**config.mk**
```make
export PLATFORM = sky130hd
export DESIGN_NAME = srtap_top
export DESIGN_NICKNAME = d
export VERILOG_FILES = /design/src/design/srtap_pkg.sv /design/src/design/srtap_top.sv /design/src/design/srtap_fifo.sv /design/src/design/srtap_seg.sv
export SDC_FILE = /design/constraint.sdc
export NUM_CORES = 1
export LEC_CHECK = 0
export ABC_AREA = 1
export BUFFER_PORTS_ARGS = -buffer_cell sky130_fd_sc_hd__buf_2
export CAP_MARGIN = 20
export CORE_MARGIN = 1.5
export CORE_UTILIZATION = 40
export CTS_CLUSTER_DIAMETER = 150
export DETAILED_ROUTE_END_ITERATION = 10
export GPL_ROUTABILITY_DRIVEN = 0
export GPL_TIMING_DRIVEN = 0
export PLACE_DENSITY_LB_ADDON = 0.05
export SYNTH_ARGS = -nofsm -noshare
export SYNTH_HDL_FRONTEND = slang
export SYNTH_SLANG_ARGS = --single-unit
export TNS_END_PERCENT = 30
```
**constraint.sdc**
```tcl
create_clock -name clk_sys -period 6.4 [get_ports clk_sys]
set_input_delay 0.64 -clock clk_sys [delete_from_list [all_inputs] [get_ports clk_sys]]
set_output_delay 0.64 -clock clk_sys [all_outputs]
set_load 0.01 [all_outputs]
```
**src/design/srtap_pkg.sv**
```systemverilog
// Constants and carrier types for the RAM-tapped shift register.
// Assumes one clock domain; every consumer imports the whole package.
package srtap_pkg;

    // Legal build ranges
    localparam int WORD_W_MIN   = 1;
    localparam int WORD_W_MAX   = 256;
    localparam int TAPS_MIN     = 1;
    localparam int TAPS_MAX     = 128;
    localparam int SPACING_MIN  = 3;
    localparam int SPACING_MAX  = 128;

    // Build defaults
    localparam int WORD_W_DEF   = 8;
    localparam int TAPS_DEF     = 4;
    localparam int SPACING_DEF  = 3;
    localparam int FIFO_DEPTH   = 16;

    // Advance counter must reach TAPS_MAX * SPACING_MAX
    localparam int FILL_CNT_W   = 15;

    // Chain fill progress, Gray along empty -> filling -> primed
    typedef enum logic [1:0] {
        SRTAP_EMPTY  = 2'h0,
        SRTAP_FILL   = 2'h1,
        SRTAP_PRIMED = 2'h3
    } srtap_state_t;

    // Handshake status of the input buffer
    typedef struct packed {
        logic not_full;
        logic not_empty;
    } srtap_fifo_st_t;

endpackage

```
**src/design/srtap_top.sv**
```systemverilog
// RAM-tapped shift register: buffered input, a chain of tap segments,
// a concatenated tap bus, optional per-tap groups and a chain-end word.
// Assumes all control inputs come from logic on clk_sys.
`timescale 1ns/10ps
module srtap_top
    import srtap_pkg::*;
#(
    parameter int WORD_W     = WORD_W_DEF,
    parameter int TAP_COUNT  = TAPS_DEF,
    parameter int SPACING    = SPACING_DEF,
    parameter bit USE_CLKEN  = 1'b0,
    parameter bit USE_ACLR   = 1'b0,
    parameter bit GROUP_TAPS = 1'b0,
    parameter int BUF_DEPTH  = FIFO_DEPTH
) (
    input  wire logic                          clk_sys,
    input  wire logic                          rst,
    input  wire logic                          clk_en = 1'b1,
    input  wire logic                          aclr = 1'b0,
    input  wire logic                          in_valid,
    input  wire logic [WORD_W-1:0]             shift_in,
    output logic                               in_ready,
    output logic [WORD_W*TAP_COUNT-1:0]        tap_bus,
    output logic [TAP_COUNT-1:0][WORD_W-1:0]   tap_group,
    output logic [WORD_W-1:0]                  shift_out,
    output logic                               chain_primed
);
    localparam int CHAIN_LEN = TAP_COUNT * SPACING;

    // Reject illegal builds at elaboration
    if (WORD_W < WORD_W_MIN || WORD_W > WORD_W_MAX) begin : g_bad_width
        $error("Word width out of range");
    end
    if (TAP_COUNT < TAPS_MIN || TAP_COUNT > TAPS_MAX) begin : g_bad_taps
        $error("Tap count out of range");
    end
    if (SPACING < SPACING_MIN || SPACING > SPACING_MAX) begin : g_bad_space
        $error("Tap spacing out of range");
    end

    srtap_fifo_st_t                 fifo_st;
    logic [WORD_W-1:0]              head_word;
    logic                           en_eff;
    logic                           clr_async;
    logic                           advance;
    logic [TAP_COUNT:0][WORD_W-1:0] link;
    logic [TAP_COUNT-1:0][WORD_W-1:0] taps;
    srtap_state_t                   state_ff;
    srtap_state_t                   nxt_state;
    logic [FILL_CNT_W-1:0]          adv_cnt_ff;
    logic [FILL_CNT_W-1:0]          nxt_adv_cnt;
    logic                           primed_ff;
    logic                           nxt_primed;

    // Option gating: an absent port is ignored, an open enable reads high
    always_comb begin
        en_eff    = USE_CLKEN ? clk_en : 1'b1;
        clr_async = rst | (USE_ACLR & aclr);
        advance   = en_eff && fifo_st.not_empty;
    end

    // Buffer absorbs words while the chain is held by the enable and stalls the source once full
    srtap_fifo #(
        .WIDTH (WORD_W),
        .DEPTH (BUF_DEPTH)
    ) u_fifo (
        .clk_sys  (clk_sys),
        .rst      (rst),
        .wr_valid (in_valid),
        .wr_data  (shift_in),
        .rd_ready (en_eff),
        .status   (fifo_st),
        .rd_data  (head_word)
    );

    assign in_ready = fifo_st.not_full;
    assign link[0]  = head_word;

    // Each segment forwards its outgoing word so taps stay exact multiples
    for (genvar k = 0; k < TAP_COUNT; k++) begin : g_seg
        srtap_seg #(
            .WORD_W  (WORD_W),
            .SPACING (SPACING)
        ) u_seg (
            .clk_sys  (clk_sys),
            .clr      (clr_async),
            .advance  (advance),
            .in_word  (link[k]),
            .rd_word  (link[k+1]),
            .tap_word (taps[k])
        );
        assign tap_bus[k*WORD_W +: WORD_W] = taps[k];
        assign tap_group[k] = GROUP_TAPS ? taps[k] : '0;
    end

    // Chain end is the last tap register, so a clear zeroes it at once
    assign shift_out = taps[TAP_COUNT-1];

    // Track how far the chain has filled since the last clear
    always_comb begin
        nxt_state   = state_ff;
        nxt_adv_cnt = adv_cnt_ff;
        unique case (state_ff)
            SRTAP_EMPTY: begin
                if (advance) begin
                    nxt_adv_cnt = FILL_CNT_W'(1);
                    nxt_state   = (CHAIN_LEN == 1) ? SRTAP_PRIMED : SRTAP_FILL;
                end
            end
            SRTAP_FILL: begin
                if (advance) begin
                    nxt_adv_cnt = adv_cnt_ff + FILL_CNT_W'(1);
                    if (adv_cnt_ff == FILL_CNT_W'(CHAIN_LEN - 1)) begin
                        nxt_state = SRTAP_PRIMED;
                    end
                end
            end
            SRTAP_PRIMED: begin
                nxt_adv_cnt = adv_cnt_ff;
            end
            default: begin
                nxt_state   = SRTAP_EMPTY;
                nxt_adv_cnt = '0;
            end
        endcase
        nxt_primed = (nxt_state == SRTAP_PRIMED);
    end

    always_ff @(posedge clk_sys or posedge clr_async) begin
        if (clr_async) begin
            state_ff   <= SRTAP_EMPTY;
            adv_cnt_ff <= '0;
            primed_ff  <= 1'b0;
        end else begin
            state_ff   <= nxt_state;
            adv_cnt_ff <= nxt_adv_cnt;
            primed_ff  <= nxt_primed;
        end
    end

    assign chain_primed = primed_ff;
endmodule

```
**src/design/srtap_fifo.sv**
```systemverilog
// Synchronous FIFO in front of the shift chain.
// Assumes a single clock; pops only when the drain side is ready.
`timescale 1ns/10ps
module srtap_fifo
    import srtap_pkg::*;
#(
    parameter int WIDTH = WORD_W_DEF,
    parameter int DEPTH = FIFO_DEPTH
) (
    input  wire logic             clk_sys,
    input  wire logic             rst,
    input  wire logic             wr_valid,
    input  wire logic [WIDTH-1:0] wr_data,
    input  wire logic             rd_ready,
    output srtap_fifo_st_t        status,
    output logic      [WIDTH-1:0] rd_data
);
    localparam int PTR_W = $clog2(DEPTH);
    localparam int CNT_W = $clog2(DEPTH + 1);

    logic [WIDTH-1:0] mem [DEPTH];
    logic [PTR_W-1:0] wr_ptr_ff;
    logic [PTR_W-1:0] rd_ptr_ff;
    logic [CNT_W-1:0] count_ff;
    srtap_fifo_st_t   status_ff;
    logic [PTR_W-1:0] nxt_wr_ptr;
    logic [PTR_W-1:0] nxt_rd_ptr;
    logic [CNT_W-1:0] nxt_count;
    srtap_fifo_st_t   nxt_status;
    logic             do_wr;
    logic             do_rd;

    function automatic logic [PTR_W-1:0] ptr_inc(input logic [PTR_W-1:0] p);
        ptr_inc = (p == PTR_W'(DEPTH - 1)) ? '0 : p + PTR_W'(1);
    endfunction

    // Flags are registered so the ready seen by the source never glitches
    always_comb begin
        do_wr      = wr_valid && status_ff.not_full;
        do_rd      = rd_ready && status_ff.not_empty;
        nxt_wr_ptr = do_wr ? ptr_inc(wr_ptr_ff) : wr_ptr_ff;
        nxt_rd_ptr = do_rd ? ptr_inc(rd_ptr_ff) : rd_ptr_ff;
        nxt_count  = count_ff;
        if (do_wr && !do_rd) begin
            nxt_count = count_ff + CNT_W'(1);
        end else if (do_rd && !do_wr) begin
            nxt_count = count_ff - CNT_W'(1);
        end
        nxt_status.not_full  = (nxt_count != CNT_W'(DEPTH));
        nxt_status.not_empty = (nxt_count != '0);
    end

    always_ff @(posedge clk_sys or posedge rst) begin
        if (rst) begin
            wr_ptr_ff <= '0;
            rd_ptr_ff <= '0;
            count_ff  <= '0;
            status_ff <= '{not_full: 1'b1, not_empty: 1'b0};
        end else begin
            wr_ptr_ff <= nxt_wr_ptr;
            rd_ptr_ff <= nxt_rd_ptr;
            count_ff  <= nxt_count;
            status_ff <= nxt_status;
        end
    end

    // Storage is not reset; only pointers define what is valid
    always_ff @(posedge clk_sys) begin
        if (do_wr) begin
            mem[wr_ptr_ff] <= wr_data;
        end
    end

    assign rd_data = mem[rd_ptr_ff];
    assign status  = status_ff;
endmodule

```
**src/design/srtap_seg.sv**
```systemverilog
// One tap segment: a circular memory of SPACING words and a tap register.
// Assumes advance comes from the same clock; clr is an asynchronous clear.
`timescale 1ns/10ps
module srtap_seg
    import srtap_pkg::*;
#(
    parameter int WORD_W  = WORD_W_DEF,
    parameter int SPACING = SPACING_DEF
) (
    input  wire logic              clk_sys,
    input  wire logic              clr,
    input  wire logic              advance,
    input  wire logic [WORD_W-1:0] in_word,
    output logic      [WORD_W-1:0] rd_word,
    output logic      [WORD_W-1:0] tap_word
);
    localparam int PTR_W  = $clog2(SPACING);
    localparam int FILL_W = $clog2(SPACING + 1);

    logic [WORD_W-1:0] mem [SPACING];
    logic [PTR_W-1:0]  ptr_ff;
    logic [FILL_W-1:0] fill_ff;
    logic [WORD_W-1:0] tap_ff;
    logic [PTR_W-1:0]  nxt_ptr;
    logic [FILL_W-1:0] nxt_fill;
    logic [WORD_W-1:0] nxt_tap;
    logic              full;

    // Memory cannot be cleared at once, so unfilled slots read as zero
    always_comb begin
        full     = (fill_ff == FILL_W'(SPACING));
        rd_word  = full ? mem[ptr_ff] : '0;
        nxt_ptr  = ptr_ff;
        nxt_fill = fill_ff;
        nxt_tap  = tap_ff;
        if (advance) begin
            nxt_ptr  = (ptr_ff == PTR_W'(SPACING - 1)) ? '0 : ptr_ff + PTR_W'(1);
            nxt_fill = full ? fill_ff : fill_ff + FILL_W'(1);
            nxt_tap  = rd_word;
        end
    end

    always_ff @(posedge clk_sys or posedge clr) begin
        if (clr) begin
            ptr_ff  <= '0;
            fill_ff <= '0;
            tap_ff  <= '0;
        end else begin
            ptr_ff  <= nxt_ptr;
            fill_ff <= nxt_fill;
            tap_ff  <= nxt_tap;
        end
    end

    // Write the oldest slot as it is read out
    always_ff @(posedge clk_sys) begin
        if (advance) begin
            mem[ptr_ff] <= in_word;
        end
    end

    assign tap_word = tap_ff;
endmodule

```
==> results.toml <==
[timing]
least_setup_slack_across_all_paths_after_layout_ps = 4063
slew_violations = 0
setup_tns_ps = 0
timing_hold_violations_final = 0
period_share = 0.3652
post-route-min-period_ps = 2337
max_slew_margin = 0.2917
fin_clk_skew_ps = 18.91
rsz_0062_raised_after_global_routing = "false"
setup-violations-final = 0
worstMarginPinSlew_ps = 1054
max_freq_ghz = 0.4279

[global_route]
gr-total-overflow = 0
grt_first_pass_wirelength_mm = 46.66
globalRouteTotalUtil = 0.1846
grt_max_degree = 60
antenna_found_initial = 0
grt_pass1_vias = 7952

[synth]
yosys_register_bits = 305
netlist_area_sq_mm = 0.01280
synthCells = 1140
ys_async_sr_fraction = 0.2656
post_synth_most_frequent_cells = "sky130_fd_sc_hd__nand2_1 (233), sky130_fd_sc_hd__edfxtp_1 (224), sky130_fd_sc_hd__nor2_1 (119)"
ys_seq_area_frac = 0.6838
netlist-cell-type-count = 36
edff_count_synth = 224
syn-mean-instance-area_sq_um = 11.23
synth_area_leader_cell = "sky130_fd_sc_hd__edfxtp_1"
synth_warnings = 0
synth_ff_type = "sky130_fd_sc_hd__edfxtp_1"
synth.top_cells.by_area = "sky130_fd_sc_hd__edfxtp_1 (53%), sky130_fd_sc_hd__dfrtp_1 (16%), sky130_fd_sc_hd__nand2_1 (6.8%)"
yosys.cell_count.top_type = "sky130_fd_sc_hd__nand2_1"
area_share_of_the_largest_cell_type_after_synthesis = 0.5254

[routing]
route.antenna.remaining_nets = 0
dr.first_iter.drc_count = 575
vias_per_cell = 4.858
route.detailed.wl_per_inst_um = 17.66
drt_wl_total_mm = 29.91
dr_total_vias = 8230
drt_pre_antenna_iters = 5
drc = 0

[clock_network]
cts_sinks = 305
cts_tree = "yes"
cts_setup_buffers = 0
h_tree_level_count = 2
tritoncts.num_buffers = 34
ctsHoldBuffers = 0
root_buffer = "sky130_fd_sc_hd__clkbuf_16"
clock_latency_of_the_later_clocked_register_in_the_worst_skew_pair_ps = 500
clk_transition_reported_paths_ps = 60
post_cts.resized_instances = 0
maximum_number_of_buffers_from_clock_root_to_sink = 3

[layout]
diodes = 0
seq_area_sq_mm = 0.008755
area_of_the_multi_input_gates_sq_mm = 0.003316
nFillCells = 2973
area_growth_pct = 15.44
final_layout_size_suffix_gt1_frac = 0.1440
design.final.nets = 1293
finish.utilization = 0.4684
final_design_area_no_fill_sq_mm = 0.01478

[critical_path]
timing.critical_path.from_type = "flip-flop"
timing.critical_path.required_ps = 6520
worst-r2r-cell-count = 5
timing.critical_path.fanout_max = 10
worst_setup_path_startpoint = "u_fifo.status[1]$_DFF_PP1_"
cp_arrival_ps = 2460
timing.critical_path.to_type = "flip-flop"
regToRegStartpoint = "u_fifo.status[1]$_DFF_PP1_"
reg2reg_slack_ps = 4060
critical_path_class = "flip-flop to flip-flop"
regToRegEndpoint = "u_fifo.mem[1][5]$_DFFE_PP_"

[place]
port-buffer-count = 52
dpl_cell_area_sq_mm = 0.01377
place_hpwl_mm = 19.73
dpl_worst_slack_ps = 3784

[min_path]
hold_path.class = "input port to asynchronous set/reset pin"

[power]
power_mw = 7.347
power_density_mw_per_mm2 = 497.1
leakagePower_nw = 6.202
power.ir.vdd_worst_v = 0.0002386

[die]
die_h_um = 181.9
die-width_um = 181.9
core-area_sq_mm = 0.03156
floorplan.rows = 65
io-pin-count = 87
die_footprint_sq_mm = 0.03309
effective_utilization_at_floorplan = 0.4057

[status]
outcome = "finished, final reports clean"

[run]
max_cap_viol_count = 0
## layout by cell type (no fill, tap or decap), types with 3 or more instances in the layout
| cell type | Yosys | routed |
|---|---|---|
| sky130_fd_sc_hd__a21oi_1 | 16 | 16 |
| sky130_fd_sc_hd__a22o_1 | 8 | 8 |
| sky130_fd_sc_hd__buf_2 | 20 | 74 |
| sky130_fd_sc_hd__buf_4 | 42 | 48 |
| sky130_fd_sc_hd__clkbuf_1 | 17 | 31 |
| sky130_fd_sc_hd__clkbuf_16 | 0 | 35 |
| sky130_fd_sc_hd__clkbuf_8 | 0 | 3 |
| sky130_fd_sc_hd__clkinv_1 | 2 | 7 |
| sky130_fd_sc_hd__conb_1 | 1 | 32 |
| sky130_fd_sc_hd__dfrtp_1 | 80 | 80 |
| sky130_fd_sc_hd__edfxtp_1 | 224 | 224 |
| sky130_fd_sc_hd__ha_1 | 12 | 12 |
| sky130_fd_sc_hd__inv_1 | 88 | 87 |
| sky130_fd_sc_hd__inv_2 | 3 | 3 |
| sky130_fd_sc_hd__mux2_4 | 4 | 4 |
| sky130_fd_sc_hd__nand2_1 | 233 | 233 |
| sky130_fd_sc_hd__nand3_1 | 83 | 83 |
| sky130_fd_sc_hd__nand4_1 | 7 | 7 |
| sky130_fd_sc_hd__nor2_1 | 119 | 119 |
| sky130_fd_sc_hd__nor2_2 | 3 | 3 |
| sky130_fd_sc_hd__nor3_1 | 15 | 14 |
| sky130_fd_sc_hd__nor3_2 | 3 | 4 |
| sky130_fd_sc_hd__o211ai_1 | 32 | 32 |
| sky130_fd_sc_hd__o21ai_0 | 90 | 90 |
| sky130_fd_sc_hd__o21ai_1 | 8 | 8 |
| sky130_fd_sc_hd__o21bai_1 | 9 | 9 |
| sky130_fd_sc_hd__or2_1 | 4 | 4 |
| sky130_fd_sc_hd__xnor2_1 | 4 | 4 |
## sequential cells by signal, indices dropped and copies added, names as in the netlist
register	cells
g_seg.u_seg.tap_word	32
state_ff	2
chain_primed	1
u_fifo.count_ff	5
u_fifo.wr_ptr_ff	4
g_seg.u_seg.ptr_ff	8
u_fifo.rd_ptr_ff	4
u_fifo.status	2
g_seg.u_seg.mem	96
u_fifo.mem	128
g_seg.u_seg.fill_ff	8
adv_cnt_ff	15
## metal layers
| layer | GRT usage | routed length, um | vias to the layer above | part of all wire |
|---|---|---|---|---|
| li1 | - | - | 4097 | - |
| met1 | 0.2613 | 14190 | 3931 | 0.47 |
| met2 | 0.3006 | 13960 | 153 | 0.47 |
| met3 | 0.02667 | 1138 | 49 | 0.038 |
| met4 | 0.04595 | 620 | 0 | 0.021 |
| met5 | 0 | 0 | - | 0 |
## worst max path at each step
stage / endpoint / slack, ps / depth (start not counted)
after floorplan: adv_cnt_ff[0]$_DFFE_PP0P_ / 3680 / 1
after global placement: g_seg[0].u_seg.tap_word[2]$_DFFE_PP0P_ / 2250 / 2
after detailed placement: u_fifo.mem[1][3]$_DFFE_PP_ / 3780 / 6
after CTS: u_fifo.mem[1][5]$_DFFE_PP_ / 4000 / 5
after global routing: u_fifo.mem[1][5]$_DFFE_PP_ / 3900 / 5
final: u_fifo.mem[1][5]$_DFFE_PP_ / 4060 / 5
## critical path: stages, from the launching register on
cell and delay (ps):
sky130_fd_sc_hd__dfstp_2 550, sky130_fd_sc_hd__nand2_1 70, sky130_fd_sc_hd__buf_4 170, sky130_fd_sc_hd__inv_1 180
sky130_fd_sc_hd__nand2_1 210, sky130_fd_sc_hd__nor2_1 770
## logic make-up (layout without fill, tap and decap cells)
group / count (synthesis) / in the layout / synth area share
AND/OR/NAND/NOR: 474 / 474 / 0.1546
buffers and inverters: 175 / 296 / 0.06674
multiplexers: 4 / 4 / 0.004691
XOR/XNOR: 5 / 5 / 0.003420
adder cells (fa/ha/maj): 12 / 12 / 0.01173
AO/OA/AOI/OAI: 164 / 164 / 0.07476
flip-flops: 305 / 305 / 0.6838
other: 1 / 32 / 0.0002929
## report_power, final
group | total (mW) | leakage [nW] | internal, mW | switching, mW
combinational | 2.43 | 2.60 | 0.779 | 1.65
sequential | 3.13 | 3.12 | 2.89 | 0.241
clock | 1.79 | 0.490 | 1.04 | 0.747
## stage by stage
step	cells	hold WS, ps
finish	1694	104.1
global placement	1625	462.5
CTS	1694	103.6
floorplan	1171	452.8
detailed placement	1634	467.5
global route	1694	117.8
## cell type report
class,count,area share
well taps,402,0.03403
plain buffers,82,0.03420
multi-input cells,691,0.2243
clock buffers,52,0.06561
inverters,93,0.02379
clock inverters,8,0.002540
repair buffers,61,0.02319
flip-flops and latches,305,0.5923
No activity file was read; power rests on OpenSTA's default activity.
